`config.mk`:
```
export PLATFORM = sky130hd
export DESIGN_NAME = weld_wait_hold_sequencer
export DESIGN_NICKNAME = d
export VERILOG_FILES = /design/src/common/weld_seq_pkg.sv /design/src/core/pin_filter.sv /design/src/core/weld_wait_hold_sequencer.sv
export SDC_FILE = /design/constraint.sdc
export NUM_CORES = 1
export LEC_CHECK = 0
export BUFFER_PORTS_ARGS = -buffer_cell sky130_fd_sc_hd__buf_2
export CAP_MARGIN = 20
export CORE_ASPECT_RATIO = 1.25
export CORE_UTILIZATION = 37
export CTS_CLUSTER_SIZE = 30
export DETAILED_ROUTE_END_ITERATION = 8
export PLACE_DENSITY = 0.59
export SETUP_SLACK_MARGIN = 0.5
export SLEW_MARGIN = 5
export SYNTH_ARGS = -nofsm -noshare
export SYNTH_HDL_FRONTEND = slang
export SYNTH_HIERARCHICAL = 1
export SYNTH_SLANG_ARGS = --single-unit
```
`constraint.sdc`:
```
create_clock -name mclk_in -period 4.35 [get_ports mclk_in]
set_input_delay 0.87 -clock mclk_in [delete_from_list [all_inputs] [get_ports mclk_in]]
set_output_delay 0.87 -clock mclk_in [all_outputs]
set_load 0.1 [all_outputs]
```
`src/common/weld_seq_pkg.sv`:
```
// Constants shared by the weld wait-hold sequencer and its pin filter.
// Assumes a single 250 MHz core clock and pins filtered before use.
package weld_seq_pkg;

  // ****************************************************************
  // Timing
  // ****************************************************************
  localparam int CLK_PERIOD_PS   = 4_000;
  localparam int LINE_PERIOD_US  = 16_667;
  localparam int LINE_CYC        = (LINE_PERIOD_US * 1_000
                                    + CLK_PERIOD_PS - 1) / CLK_PERIOD_PS;
  localparam int FLASH_HALF_MS   = 250;
  localparam int FLASH_CYC       = FLASH_HALF_MS * 250_000;
  localparam int MSG_SHOW_MS     = 1_000;
  localparam int MSG_CYC         = MSG_SHOW_MS * 250_000;

  // ****************************************************************
  // Values and encodings
  // ****************************************************************
  localparam logic [1:0] BEAT_WAIT_OK  = 2'h3;
  localparam logic [6:0] HOLD_MARK     = 7'h63;
  localparam logic [6:0] SCH_B         = 7'h14;
  localparam logic [6:0] SCH_C         = 7'h28;
  localparam logic [6:0] SCH_D         = 7'h3c;
  localparam logic [2:0] MODE_WAIT     = 3'h4;
  localparam logic [1:0] KEY_FN_LOCK   = 2'h1;
  localparam logic [1:0] AIN2_FN_STACK = 2'h2;
  localparam logic [2:0] PH_SQUEEZE    = 3'h0;
  localparam logic [2:0] PH_WELD1      = 3'h1;
  localparam logic [2:0] PH_WELD2      = 3'h3;
  localparam logic [2:0] PH_LAST       = 3'h5;
  localparam logic [6:0] PIN_RST       = 7'h00;

  typedef enum logic [1:0] {
    ST_IDLE = 2'b00,
    ST_RUN  = 2'b01,
    ST_HOLD = 2'b11
  } seq_state_e;

endpackage : weld_seq_pkg

```
`src/core/pin_filter.sv`:
```
// Three-flop filter for asynchronous pins.
// Assumes pins may change at any time relative to mclk_in.
`timescale 1ns/10ps
module pin_filter
  import weld_seq_pkg::*;
#(
  parameter int W = 1
)(
  input  wire logic         mclk_in,
  input  wire logic         rst_n_in,
  input  wire logic [W-1:0] pin_in,
  output logic      [W-1:0] level_out
);

  logic [W-1:0] s1_r;
  logic [W-1:0] s2_r;
  logic [W-1:0] s3_r;

  // ****************************************************************
  // Filter: a change counts once stages two and three agree
  // ****************************************************************
  always_ff @(posedge mclk_in or negedge rst_n_in)
  begin
    if (!rst_n_in)
    begin
      s1_r      <= '0;
      s2_r      <= '0;
      s3_r      <= '0;
      level_out <= '0;
    end
    else
    begin
      s1_r      <= pin_in;
      s2_r      <= s1_r;
      s3_r      <= s2_r;
      level_out <= (s2_r & s3_r) | (level_out & (s2_r | s3_r));
    end
  end

endmodule : pin_filter

```
`src/core/weld_wait_hold_sequencer.sv`:
```
// Weld sequencer with indefinite hold, edit lock gate and stack-up log.
// Assumes schedule data is looked up outside from sched_sel_out.
`timescale 1ns/10ps
// Function
// - Wait mode accepted only when beat config is 3
// - Run, stop at hold point, keep outputs
// - Hold point is the phase programmed 99
// - Estop or temp limit open aborts hold
// - Other initiation selects displayed, 20, 40, 60
// - Weld phase hold keeps current on
// - Lock active shows flashing lock indicator
// - Locked menu entry asks PIN; correct unlocks
// - Wrong PIN: view only, edits show message
// - Key acts as lock only when mapped
// - Stack-up logged only when input two mapped
module weld_wait_hold_sequencer
  import weld_seq_pkg::*;
#(
  parameter int TICK_CYC  = LINE_CYC,
  parameter int FLASH_CNT = FLASH_CYC,
  parameter int MSG_CNT   = MSG_CYC,
  parameter logic [6:0] PIN_CODE = 7'h2a  // Arbitrary value
)(
  input  wire logic       mclk_in,
  input  wire logic       rst_n_in,
  input  wire logic       initiation_input_a_in,
  input  wire logic       initiation_input_b_in,
  input  wire logic       initiation_input_c_in,
  input  wire logic       initiation_input_d_in,
  input  wire logic       estop_closed_in,
  input  wire logic       temp_closed_in,
  input  wire logic       lock_key_input_in,
  input  wire logic [1:0] key_func_in,
  input  wire logic [1:0] ain2_func_in,
  input  wire logic [1:0] beat_config_in,
  input  wire logic [6:0] displayed_sched_in,
  input  wire logic       mode_wr_in,
  input  wire logic [2:0] mode_wr_val_in,
  input  wire logic [2:0] cycle_mode_in,
  input  wire logic [2:0] valve_mask_in,
  input  wire logic [6:0] squeeze_in,
  input  wire logic [6:0] weld1_in,
  input  wire logic [6:0] cool1_in,
  input  wire logic [6:0] weld2_in,
  input  wire logic [6:0] cool2_in,
  input  wire logic [6:0] hold_in,
  input  wire logic       menu_req_in,
  input  wire logic       pin_enter_in,
  input  wire logic [6:0] pin_value_in,
  input  wire logic       edit_req_in,
  input  wire logic       weld_done_in,
  input  wire logic [15:0] stack_thick_in,
  input  wire logic [15:0] stack_disp_in,
  output logic [6:0]      sched_sel_out,
  output logic [2:0]      valve_out,
  output logic            weld_out,
  output logic            holding_out,
  output logic            mode_store_out,
  output logic            mode_refused_out,
  output logic            lock_indicator_out,
  output logic            pin_page_out,
  output logic            menu_open_out,
  output logic            edit_ok_out,
  output logic            edits_disabled_out,
  output logic            log_store_out,
  output logic [15:0]     log_thick_out,
  output logic [15:0]     log_disp_out
);

  // ****************************************************************
  // Parameter checks
  // ****************************************************************
  if (TICK_CYC < 1 || FLASH_CNT < 1 || MSG_CNT < 1)
  begin : g_bad_count
    $error("Counts must be at least one cycle");
  end

  // ****************************************************************
  // Pin filtering
  // ****************************************************************
  logic [6:0] pin_lvl;
  logic [3:0] init_prev_r;

  pin_filter #(
    .W         (7)
  ) u_pins (
    .mclk_in   (mclk_in),
    .rst_n_in  (rst_n_in),
    .pin_in    ({lock_key_input_in, temp_closed_in, estop_closed_in,
                 initiation_input_d_in, initiation_input_c_in,
                 initiation_input_b_in, initiation_input_a_in}),
    .level_out (pin_lvl)
  );

  wire [3:0] init_lvl  = pin_lvl[3:0];
  wire [3:0] init_rise = init_lvl & ~init_prev_r;
  wire       safe_ok   = pin_lvl[4] & pin_lvl[5];
  wire       any_init  = |init_rise;
  // Lowest input wins if two close in one cycle
  wire [6:0] init_sched = init_rise[0] ? displayed_sched_in :
                          init_rise[1] ? SCH_B :
                          init_rise[2] ? SCH_C : SCH_D;

  // ****************************************************************
  // Sequencer
  // ****************************************************************
  seq_state_e  state_r;
  seq_state_e  state_nxt;
  logic [2:0]  phase_r;
  logic [2:0]  phase_nxt;
  logic [6:0]  cnt_r;
  logic [6:0]  cnt_nxt;
  logic [31:0] tick_r;
  logic [2:0]  valve_nxt;
  logic        weld_nxt;
  logic [6:0]  sel_nxt;

  wire tick = (tick_r == 32'(TICK_CYC - 1));
  wire [6:0] ptime = (phase_r == 3'h0) ? squeeze_in :
                     (phase_r == 3'h1) ? weld1_in :
                     (phase_r == 3'h2) ? cool1_in :
                     (phase_r == 3'h3) ? weld2_in :
                     (phase_r == 3'h4) ? cool2_in : hold_in;
  wire hold_pt  = (ptime == HOLD_MARK)
                  && (cycle_mode_in == MODE_WAIT);
  wire weld_ph  = (phase_r == PH_WELD1) || (phase_r == PH_WELD2);
  wire ph_done  = (cnt_r == ptime);

  always_comb
  begin
    state_nxt = state_r;
    phase_nxt = phase_r;
    cnt_nxt   = cnt_r;
    valve_nxt = valve_out;
    weld_nxt  = 1'b0;
    sel_nxt   = sched_sel_out;
    case (state_r)
      ST_IDLE:
        if (any_init && safe_ok)
        begin
          state_nxt = ST_RUN;
          phase_nxt = PH_SQUEEZE;
          cnt_nxt   = 7'h00;
          sel_nxt   = init_sched;
        end
      ST_RUN:
      begin
        valve_nxt = valve_mask_in;
        weld_nxt  = weld_ph;
        if (!safe_ok)
        begin
          state_nxt = ST_IDLE;
          valve_nxt = 3'h0;
          weld_nxt  = 1'b0;
        end
        else if (hold_pt)
          state_nxt = ST_HOLD;
        else if (ph_done)
        begin
          cnt_nxt = 7'h00;
          if (phase_r == PH_LAST)
          begin
            state_nxt = ST_IDLE;
            valve_nxt = 3'h0;
            weld_nxt  = 1'b0;
          end
          else
            phase_nxt = phase_r + 3'h1;
        end
        else if (tick)
          cnt_nxt = cnt_r + 7'h01;
      end
      ST_HOLD:
      begin
        valve_nxt = valve_mask_in;
        weld_nxt  = weld_ph;
        if (!safe_ok)
        begin
          state_nxt = ST_IDLE;
          valve_nxt = 3'h0;
          weld_nxt  = 1'b0;
        end
        else if (any_init)
        begin
          state_nxt = ST_RUN;
          phase_nxt = PH_SQUEEZE;
          cnt_nxt   = 7'h00;
          sel_nxt   = init_sched;
        end
      end
      default:
        state_nxt = ST_IDLE;
    endcase
  end

  always_ff @(posedge mclk_in or negedge rst_n_in)
  begin
    if (!rst_n_in)
    begin
      state_r       <= ST_IDLE;
      phase_r       <= PH_SQUEEZE;
      cnt_r         <= 7'h00;
      tick_r        <= 32'h0000_0000;
      valve_out     <= 3'h0;
      weld_out      <= 1'b0;
      sched_sel_out <= 7'h00;
      init_prev_r   <= 4'h0;
    end
    else
    begin
      state_r       <= state_nxt;
      phase_r       <= phase_nxt;
      cnt_r         <= cnt_nxt;
      tick_r        <= tick ? 32'h0000_0000 : tick_r + 32'h0000_0001;
      valve_out     <= valve_nxt;
      weld_out      <= weld_nxt;
      sched_sel_out <= sel_nxt;
      init_prev_r   <= init_lvl;
    end
  end

  assign holding_out = (state_r == ST_HOLD);

  // ****************************************************************
  // Cycle mode write gate
  // ****************************************************************
  // Wait mode is easy to misuse, so beat config acts as a second key
  wire mode_bad = (mode_wr_val_in == MODE_WAIT)
                  && (beat_config_in != BEAT_WAIT_OK);

  always_ff @(posedge mclk_in or negedge rst_n_in)
  begin
    if (!rst_n_in)
    begin
      mode_store_out   <= 1'b0;
      mode_refused_out <= 1'b0;
    end
    else
    begin
      mode_store_out   <= mode_wr_in & ~mode_bad;
      mode_refused_out <= mode_wr_in & mode_bad;
    end
  end

  // ****************************************************************
  // Edit lock
  // ****************************************************************
  logic        unlocked_r;
  logic        pin_wait_r;
  logic        flash_r;
  logic [31:0] flash_cnt_r;
  logic [31:0] msg_cnt_r;

  wire lock_on  = (key_func_in == KEY_FN_LOCK) & pin_lvl[6];
  wire locked   = lock_on & ~unlocked_r;
  wire pin_good = pin_enter_in & pin_wait_r & (pin_value_in == PIN_CODE);
  wire edit_go  = edit_req_in & menu_open_out & ~locked;
  wire edit_bad = edit_req_in & menu_open_out & locked;
  wire flash_wr = (flash_cnt_r == 32'(FLASH_CNT - 1));

  always_ff @(posedge mclk_in or negedge rst_n_in)
  begin
    if (!rst_n_in)
    begin
      unlocked_r         <= 1'b0;
      pin_wait_r         <= 1'b0;
      menu_open_out      <= 1'b0;
      edit_ok_out        <= 1'b0;
      edits_disabled_out <= 1'b0;
      msg_cnt_r          <= 32'h0000_0000;
      flash_r            <= 1'b0;
      flash_cnt_r        <= 32'h0000_0000;
      lock_indicator_out <= 1'b0;
    end
    else
    begin
      // Turning the key back re-arms the lock for the next session
      if (!lock_on)
        unlocked_r <= 1'b0;
      else if (pin_good)
        unlocked_r <= 1'b1;
      if (menu_req_in && !menu_open_out && locked)
        pin_wait_r <= 1'b1;
      else if (pin_enter_in)
        pin_wait_r <= 1'b0;
      if (menu_req_in && !locked)
        menu_open_out <= 1'b1;
      else if (pin_enter_in && pin_wait_r)
        menu_open_out <= 1'b1;
      edit_ok_out <= edit_go;
      if (edit_bad)
      begin
        edits_disabled_out <= 1'b1;
        msg_cnt_r          <= 32'(MSG_CNT - 1);
      end
      else if (msg_cnt_r != 32'h0000_0000)
        msg_cnt_r <= msg_cnt_r - 32'h0000_0001;
      else
        edits_disabled_out <= 1'b0;
      flash_cnt_r <= flash_wr ? 32'h0000_0000
                              : flash_cnt_r + 32'h0000_0001;
      if (flash_wr)
        flash_r <= ~flash_r;
      lock_indicator_out <= locked & flash_r;
    end
  end

  assign pin_page_out = pin_wait_r;

  // ****************************************************************
  // Stack-up logging
  // ****************************************************************
  wire log_go = weld_done_in & (ain2_func_in == AIN2_FN_STACK);

  always_ff @(posedge mclk_in or negedge rst_n_in)
  begin
    if (!rst_n_in)
    begin
      log_store_out <= 1'b0;
      log_thick_out <= 16'h0000;
      log_disp_out  <= 16'h0000;
    end
    else
    begin
      log_store_out <= log_go;
      if (log_go)
      begin
        log_thick_out <= stack_thick_in;
        log_disp_out  <= stack_disp_in;
      end
    end
  end

  // ****************************************************************
  // Assertions
  // ****************************************************************
  a_wait_mode_gate: assert property (@(posedge mclk_in)
    disable iff (!rst_n_in) mode_wr_in && mode_wr_val_in == MODE_WAIT
    && beat_config_in != BEAT_WAIT_OK |=> !mode_store_out
    && mode_refused_out) else $error("Wait mode stored without beat 3");
  a_hold_keeps_valves: assert property (@(posedge mclk_in)
    disable iff (!rst_n_in) holding_out && safe_ok && !any_init
    |=> holding_out && valve_out == $past(valve_mask_in))
    else $error("Hold dropped or valves changed");
  a_hold_at_mark: assert property (@(posedge mclk_in)
    disable iff (!rst_n_in) $rose(holding_out) |-> $past(ptime) == HOLD_MARK)
    else $error("Hold entered at a phase not set to 99");
  a_safety_abort: assert property (@(posedge mclk_in)
    disable iff (!rst_n_in) holding_out && !safe_ok
    |=> state_r == ST_IDLE) else $error("Hold not aborted by safety");
  a_abort_clears: assert property (@(posedge mclk_in)
    disable iff (!rst_n_in) holding_out && !safe_ok
    |=> valve_out == 3'h0 && !weld_out) else $error("Outputs kept on abort");
  a_continue_sel: assert property (@(posedge mclk_in)
    disable iff (!rst_n_in) holding_out && safe_ok && init_rise == 4'h4
    |=> sched_sel_out == SCH_C && state_r == ST_RUN)
    else $error("Continue picked wrong schedule");
  a_weld_in_hold: assert property (@(posedge mclk_in)
    disable iff (!rst_n_in) holding_out && $past(holding_out) && weld_ph
    && $past(weld_ph) |-> weld_out) else $error("Weld dropped in hold");
  a_lock_flash: assert property (@(posedge mclk_in)
    disable iff (!rst_n_in) lock_indicator_out |-> $past(locked))
    else $error("Lock indicator without lock");
  a_pin_page: assert property (@(posedge mclk_in)
    disable iff (!rst_n_in) menu_req_in && !menu_open_out && locked
    |=> pin_page_out && !menu_open_out) else $error("No PIN page");
  a_edit_block: assert property (@(posedge mclk_in)
    disable iff (!rst_n_in) edit_req_in && menu_open_out && locked
    |=> !edit_ok_out && edits_disabled_out) else $error("Edit not blocked");
  a_key_mapping: assert property (@(posedge mclk_in)
    disable iff (!rst_n_in) key_func_in != KEY_FN_LOCK
    |=> !lock_indicator_out) else $error("Unmapped key locked edits");
  a_log_gate: assert property (@(posedge mclk_in)
    disable iff (!rst_n_in) weld_done_in |=> log_store_out
    == ($past(ain2_func_in) == AIN2_FN_STACK)) else $error("Log gate wrong");

endmodule : weld_wait_hold_sequencer

```
==> results by stage <==
Placed design:
- The estimated wirelength of the detail-placed design is about 15,000 µm.
- The post-placement cell area is 10,300 µm².
- OpenSTA, run right after detailed placement, puts the worst setup slack at 0.709 ns.
- The congestion estimate from routability-driven global placement came to approximately 0.9.
- The number of port buffers is 168.

Power and ir drop:
- The power density over the cells is 424 nW/µm².
- The proportion of total power due to net switching is 35.9%.
- The internal power of the cells totals 2980 µW.
- The design draws 4640 µW.
- The power spent charging and discharging nets is 1670 µW.
- Per report_power, the sequential group accounts for 43.7% of the total.
- In this run, the combinational gates consume 22.3% of the power.
- The clock network fraction of total power is 34.0%.
- The peak supply drop is about 0.00025 V.
- The analysis attributes to cell leakage a power of 0.00501 µW.

Worst setup path:
- Among cell families on the critical path, the largest total delay comes from simple AND/OR/NAND/NOR gates.
- The number of cells on the worst reg-to-reg path is 10.
- Data arrives at the worst endpoint at 3.94 ns.
- The highest-delay cell along the critical path is or4_4.
- The maximum fanout count along the critical path is 25.
- The worst setup path is captured at a register.
- For this run, the slowest stage of the critical path takes 0.56 ns.
- The required time at the worst-slack endpoint is 4.67 ns.
- Traced cell by cell, the critical path runs through inv_1, ha_1, buf_4, or2b_1, and3b_1, or4_1, or4_4, and2_4, and2_1, a32o_1.
- The setup slack of the most critical reg-to-reg path is 0.73 ns.
- The worst setup path is launched from a register.
- The buffer and inverter count on the worst path is 2.
- The critical path crosses 10 cells after its start point.
- The type of the worst setup path is reg2reg.

STA:
- Across the routed clock network, the largest skew measured is 0.0132 ns.
- Dividing the final minimum period by the clock period gives 83.3%.
- The final count of negative-setup-slack endpoints is 0.
- The post-layout worst setup margin is 0.727 ns.
- The maximum frequency from static timing analysis is roughly 0.28 GHz.
- The slew of the pin with the lowest slew margin is 0.996 ns.
- The shortest period the worst path allows is ~3.6 ns.
- The number of hold violations in the final report was 0.
- Measured against its own limit, the worst slew margin works out to 33.5%.
- The final max-slew violation count was 0.
- Adding up every negative setup slack in the final design gives 0 ns.
- Setup repair after global routing left no endpoint under its margin.

Synthesis:
- The area of the mapped netlist is 9140 µm².
- The average instance in the mapped netlist occupies 9.80 µm².
- When the netlist entered floorplanning its net count stood at around 1,100.
- The Yosys step of the flow raised 6 warnings.
- The number of flops mapped to enable cells by yosys is 0.
- Of the synthesized area, sequential elements account for 52.9%.
- Yosys attributes the largest share of cell area to dfrtp_1, nand2_1, xnor2_1, nor2_1, xor2_1.
- Synthesis produced 932 cells.
- After synthesis, the largest area contributor takes up 52.9% of total cell area.
- The most common cell in the netlist is dfrtp_1.
- The synthesized design spends more area on one cell type than any other, namely dfrtp_1.
- The synthesis-stage register bit count is 193.
- The proportion of synthesized flip-flops having asynchronous set or reset is 100%.
- Sorting the synthesized cells by how often they occur yields dfrtp_1, nand2_1, nor2_1.
- Yosys mapped the design onto 70 distinct sky130hd cell types.
- The main flop type after synthesis is dfrtp_1.

GRT:
- The wire length of the first global-routing pass is 34,600 µm.
- Entering global routing, the biggest net connects 102 pins.
- Global routing finished with a remaining overflow of 0.
- The overall routing resource usage is roughly 17%.
- The number of global-route vias before repair was 7,113.
- The initial antenna violation count was 1.

Drt:
- The average wire length per cell after detail routing is between 10 and 15 µm.
- The total detailed-routing wirelength is 20,900 µm.
- For this block, the initial DRC count from the detailed router was between 400 and 500.
- The first TritonRoute pass finished after 5 iterations.
- In this run the remaining antenna-violating nets after routing total 0.
- The final routed DRC violation total is 0.
- The total number of vias is 7,247.
- The post-detailed-route via-to-cell ratio is 5.04.

Floorplan:
- The count of pins on the block boundary is 169.
- The y dimension of the die is between 150 and 200 µm.
- The standard cell core area is 24,000 µm².
- The starting density of the core is 38.1%.
- The die covers between 20,000 and 30,000 µm².
- Measured along the x axis, the die boundary spans 143 µm.
- After floorplanning, the core was divided into 63 placement rows.

Run status:
- The run finished with clean final reports.

Finish:
- After routing the design area is roughly 11,000 µm².
- The post-layout utilization of the core is 45.7%.
- The total number of nets in the final design is 1,226.
- The count of filler cells inserted in the layout is 2,384.
- The growth of design area from synthesis to finish is 19.8%.
- Of the cells placed in the final design, the portion with a size suffix greater than 1 is a little over a fifth.

Clock tree:
- The clock passes through at most 2 buffers.
- Clock latency on the worst-skew pair, taken at its later pin, is 0.44 ns.
- The clock net in this run drives a total of 193 sinks.
- The H-tree was split into 4 levels.
- The clock-pin slew of the registers on the worst-case setup and hold paths is 0.08 ns.
- The CTS tree is yes.
- The CTS root buffer is clkbuf_16.
- The total setup buffers inserted after CTS is 0.
- The number of buffers created by CTS is 17.
- Buffers inserted to repair hold after CTS numbered 0.

Hold path:
- Along the worst hold path, the cell count comes to 0.
- The kind of path behind the tightest hold check is reg2reg.

Job:
- Max-cap violations in this run came to 0.
[area by class of cell]
| type | count | area [µm²] | area share, % |
|---|---|---|---|
| Multi-Input combinational cell | 686 | 4080 | 37.3 |
| Inverter | 22 | 82.6 | 0.755 |
| Timing Repair Buffer | 179 | 942 | 8.61 |
| Clock buffer | 18 | 439 | 4.01 |
| Clock inverter | 14 | 160 | 1.46 |
| Antenna cell | 1 | 2.50 | 0.0229 |
| Sequential cell | 193 | 4830 | 44.1 |
| Tap cell | 325 | 407 | 3.72 |
[worst register-to-register path: cells and delay by family, from the launching register on]
| family | cells | cell delay, ns |
|---|---|---|
| simple gates | 6 | 1.98 |
| buf+inv | 2 | 0.46 |
| flops | 1 | 0.43 |
| fa+ha+maj | 1 | 0.36 |
| compound gates | 1 | 0.27 |
[state kept, by name (all words and copies together) (netlist names), 16 cells and up]
| signal | flops |
|---|---|
| log_thick_out | 16 |
| msg_cnt_r | 32 |
| flash_cnt_r | 32 |
| log_disp_out | 16 |
| tick_r | 32 |
[path summary, 6_finish.rpt]
kind / endpoint / startpoint
max in group asynchronous: cnt_r[6]$_DFFE_PN0P_ / rst_n_in
hold / removal: u_pins/s2_r[4]$_DFF_PN0_ / u_pins/s1_r[4]$_DFF_PN0_
hold reg to reg: u_pins/s2_r[4]$_DFF_PN0_ / u_pins/s1_r[4]$_DFF_PN0_
min in group asynchronous: mode_store_out$_DFF_PN0_ / rst_n_in
setup / recovery: cnt_r[1]$_DFFE_PN0P_ / phase_r[0]$_DFFE_PN0P_
setup reg to reg: cnt_r[1]$_DFFE_PN0P_ / phase_r[0]$_DFFE_PN0P_
[power by group through the flow]
stage / clock [µW] / combinational, µW / sequential [µW]
after floorplan: 0 / 218 / 2630
after global placement: 0 / 1040 / 2060
after detailed placement: 0 / 1040 / 2060
after CTS: 1630 / 1050 / 2030
after global routing: 1710 / 1110 / 2050
final: 1580 / 1040 / 2030
[layer usage]
layer / vias to the layer above / part of all wire [%] / GRT usage, %
met5: - / 0.053 / 0
met3: 49 / 5.1 / 3.59
met1: 3432 / 43 / 21.4
met4: 2 / 2.8 / 7.93
met2: 181 / 49 / 28.7
li1: 3583 / - / -
[layout by cell type (no fill, tap or decap), drive strengths merged, types with 7 or more instances in the layout]
cell type  Yosys  routed
and3          18      18
ha            10      10
xnor2         52      52
or3           13      13
buf           16     178
nand4         23      23
nand3b         7       7
nand2b        13      13
o22ai          8       8
clkbuf        15      19
a22o           7       7
and2           8       8
maj3           7       7
nor3          20      20
dfrtp        193     193
nand3         44      44
nand2        174     174
nor2          71      71
o21ai         36      36
nor2b         14      14
nor4          18      18
or4            8       8
a21oi         32      32
inv           22      30
xor2          28      28
[metrics by stage]
stage	hold slack [ns]	cells
2_1_floorplan	0.331	932
3_3_place_gp	0.334	1404
3_5_place_dp	0.336	1404
4_1_cts	0.354	1436
5_1_grt	0.357	1437
6_report	0.351	1438
[kinds of logic (layout without fill, tap and decap cells)]
kind of cell	Yosys count	count (layout)	share of synthesized area [%]
muxes	1	1	0.123
and+or+nand+nor	457	457	24.9
adders and majority gates	17	17	2.23
other	0	1	0
DFF	193	193	52.9
AOI/OAI and AO/OA	131	131	9.60
buffers and inverters	53	233	2.57
xor gates and xnor gates	80	80	7.67
[repair_timing]
action | in CTS | in global routing
endpoints found under the hold margin | 0 | 0
resized for setup | 0 | 1
endpoints found under the setup margin | 0 | 3
(Power assumes the default switching activity.)
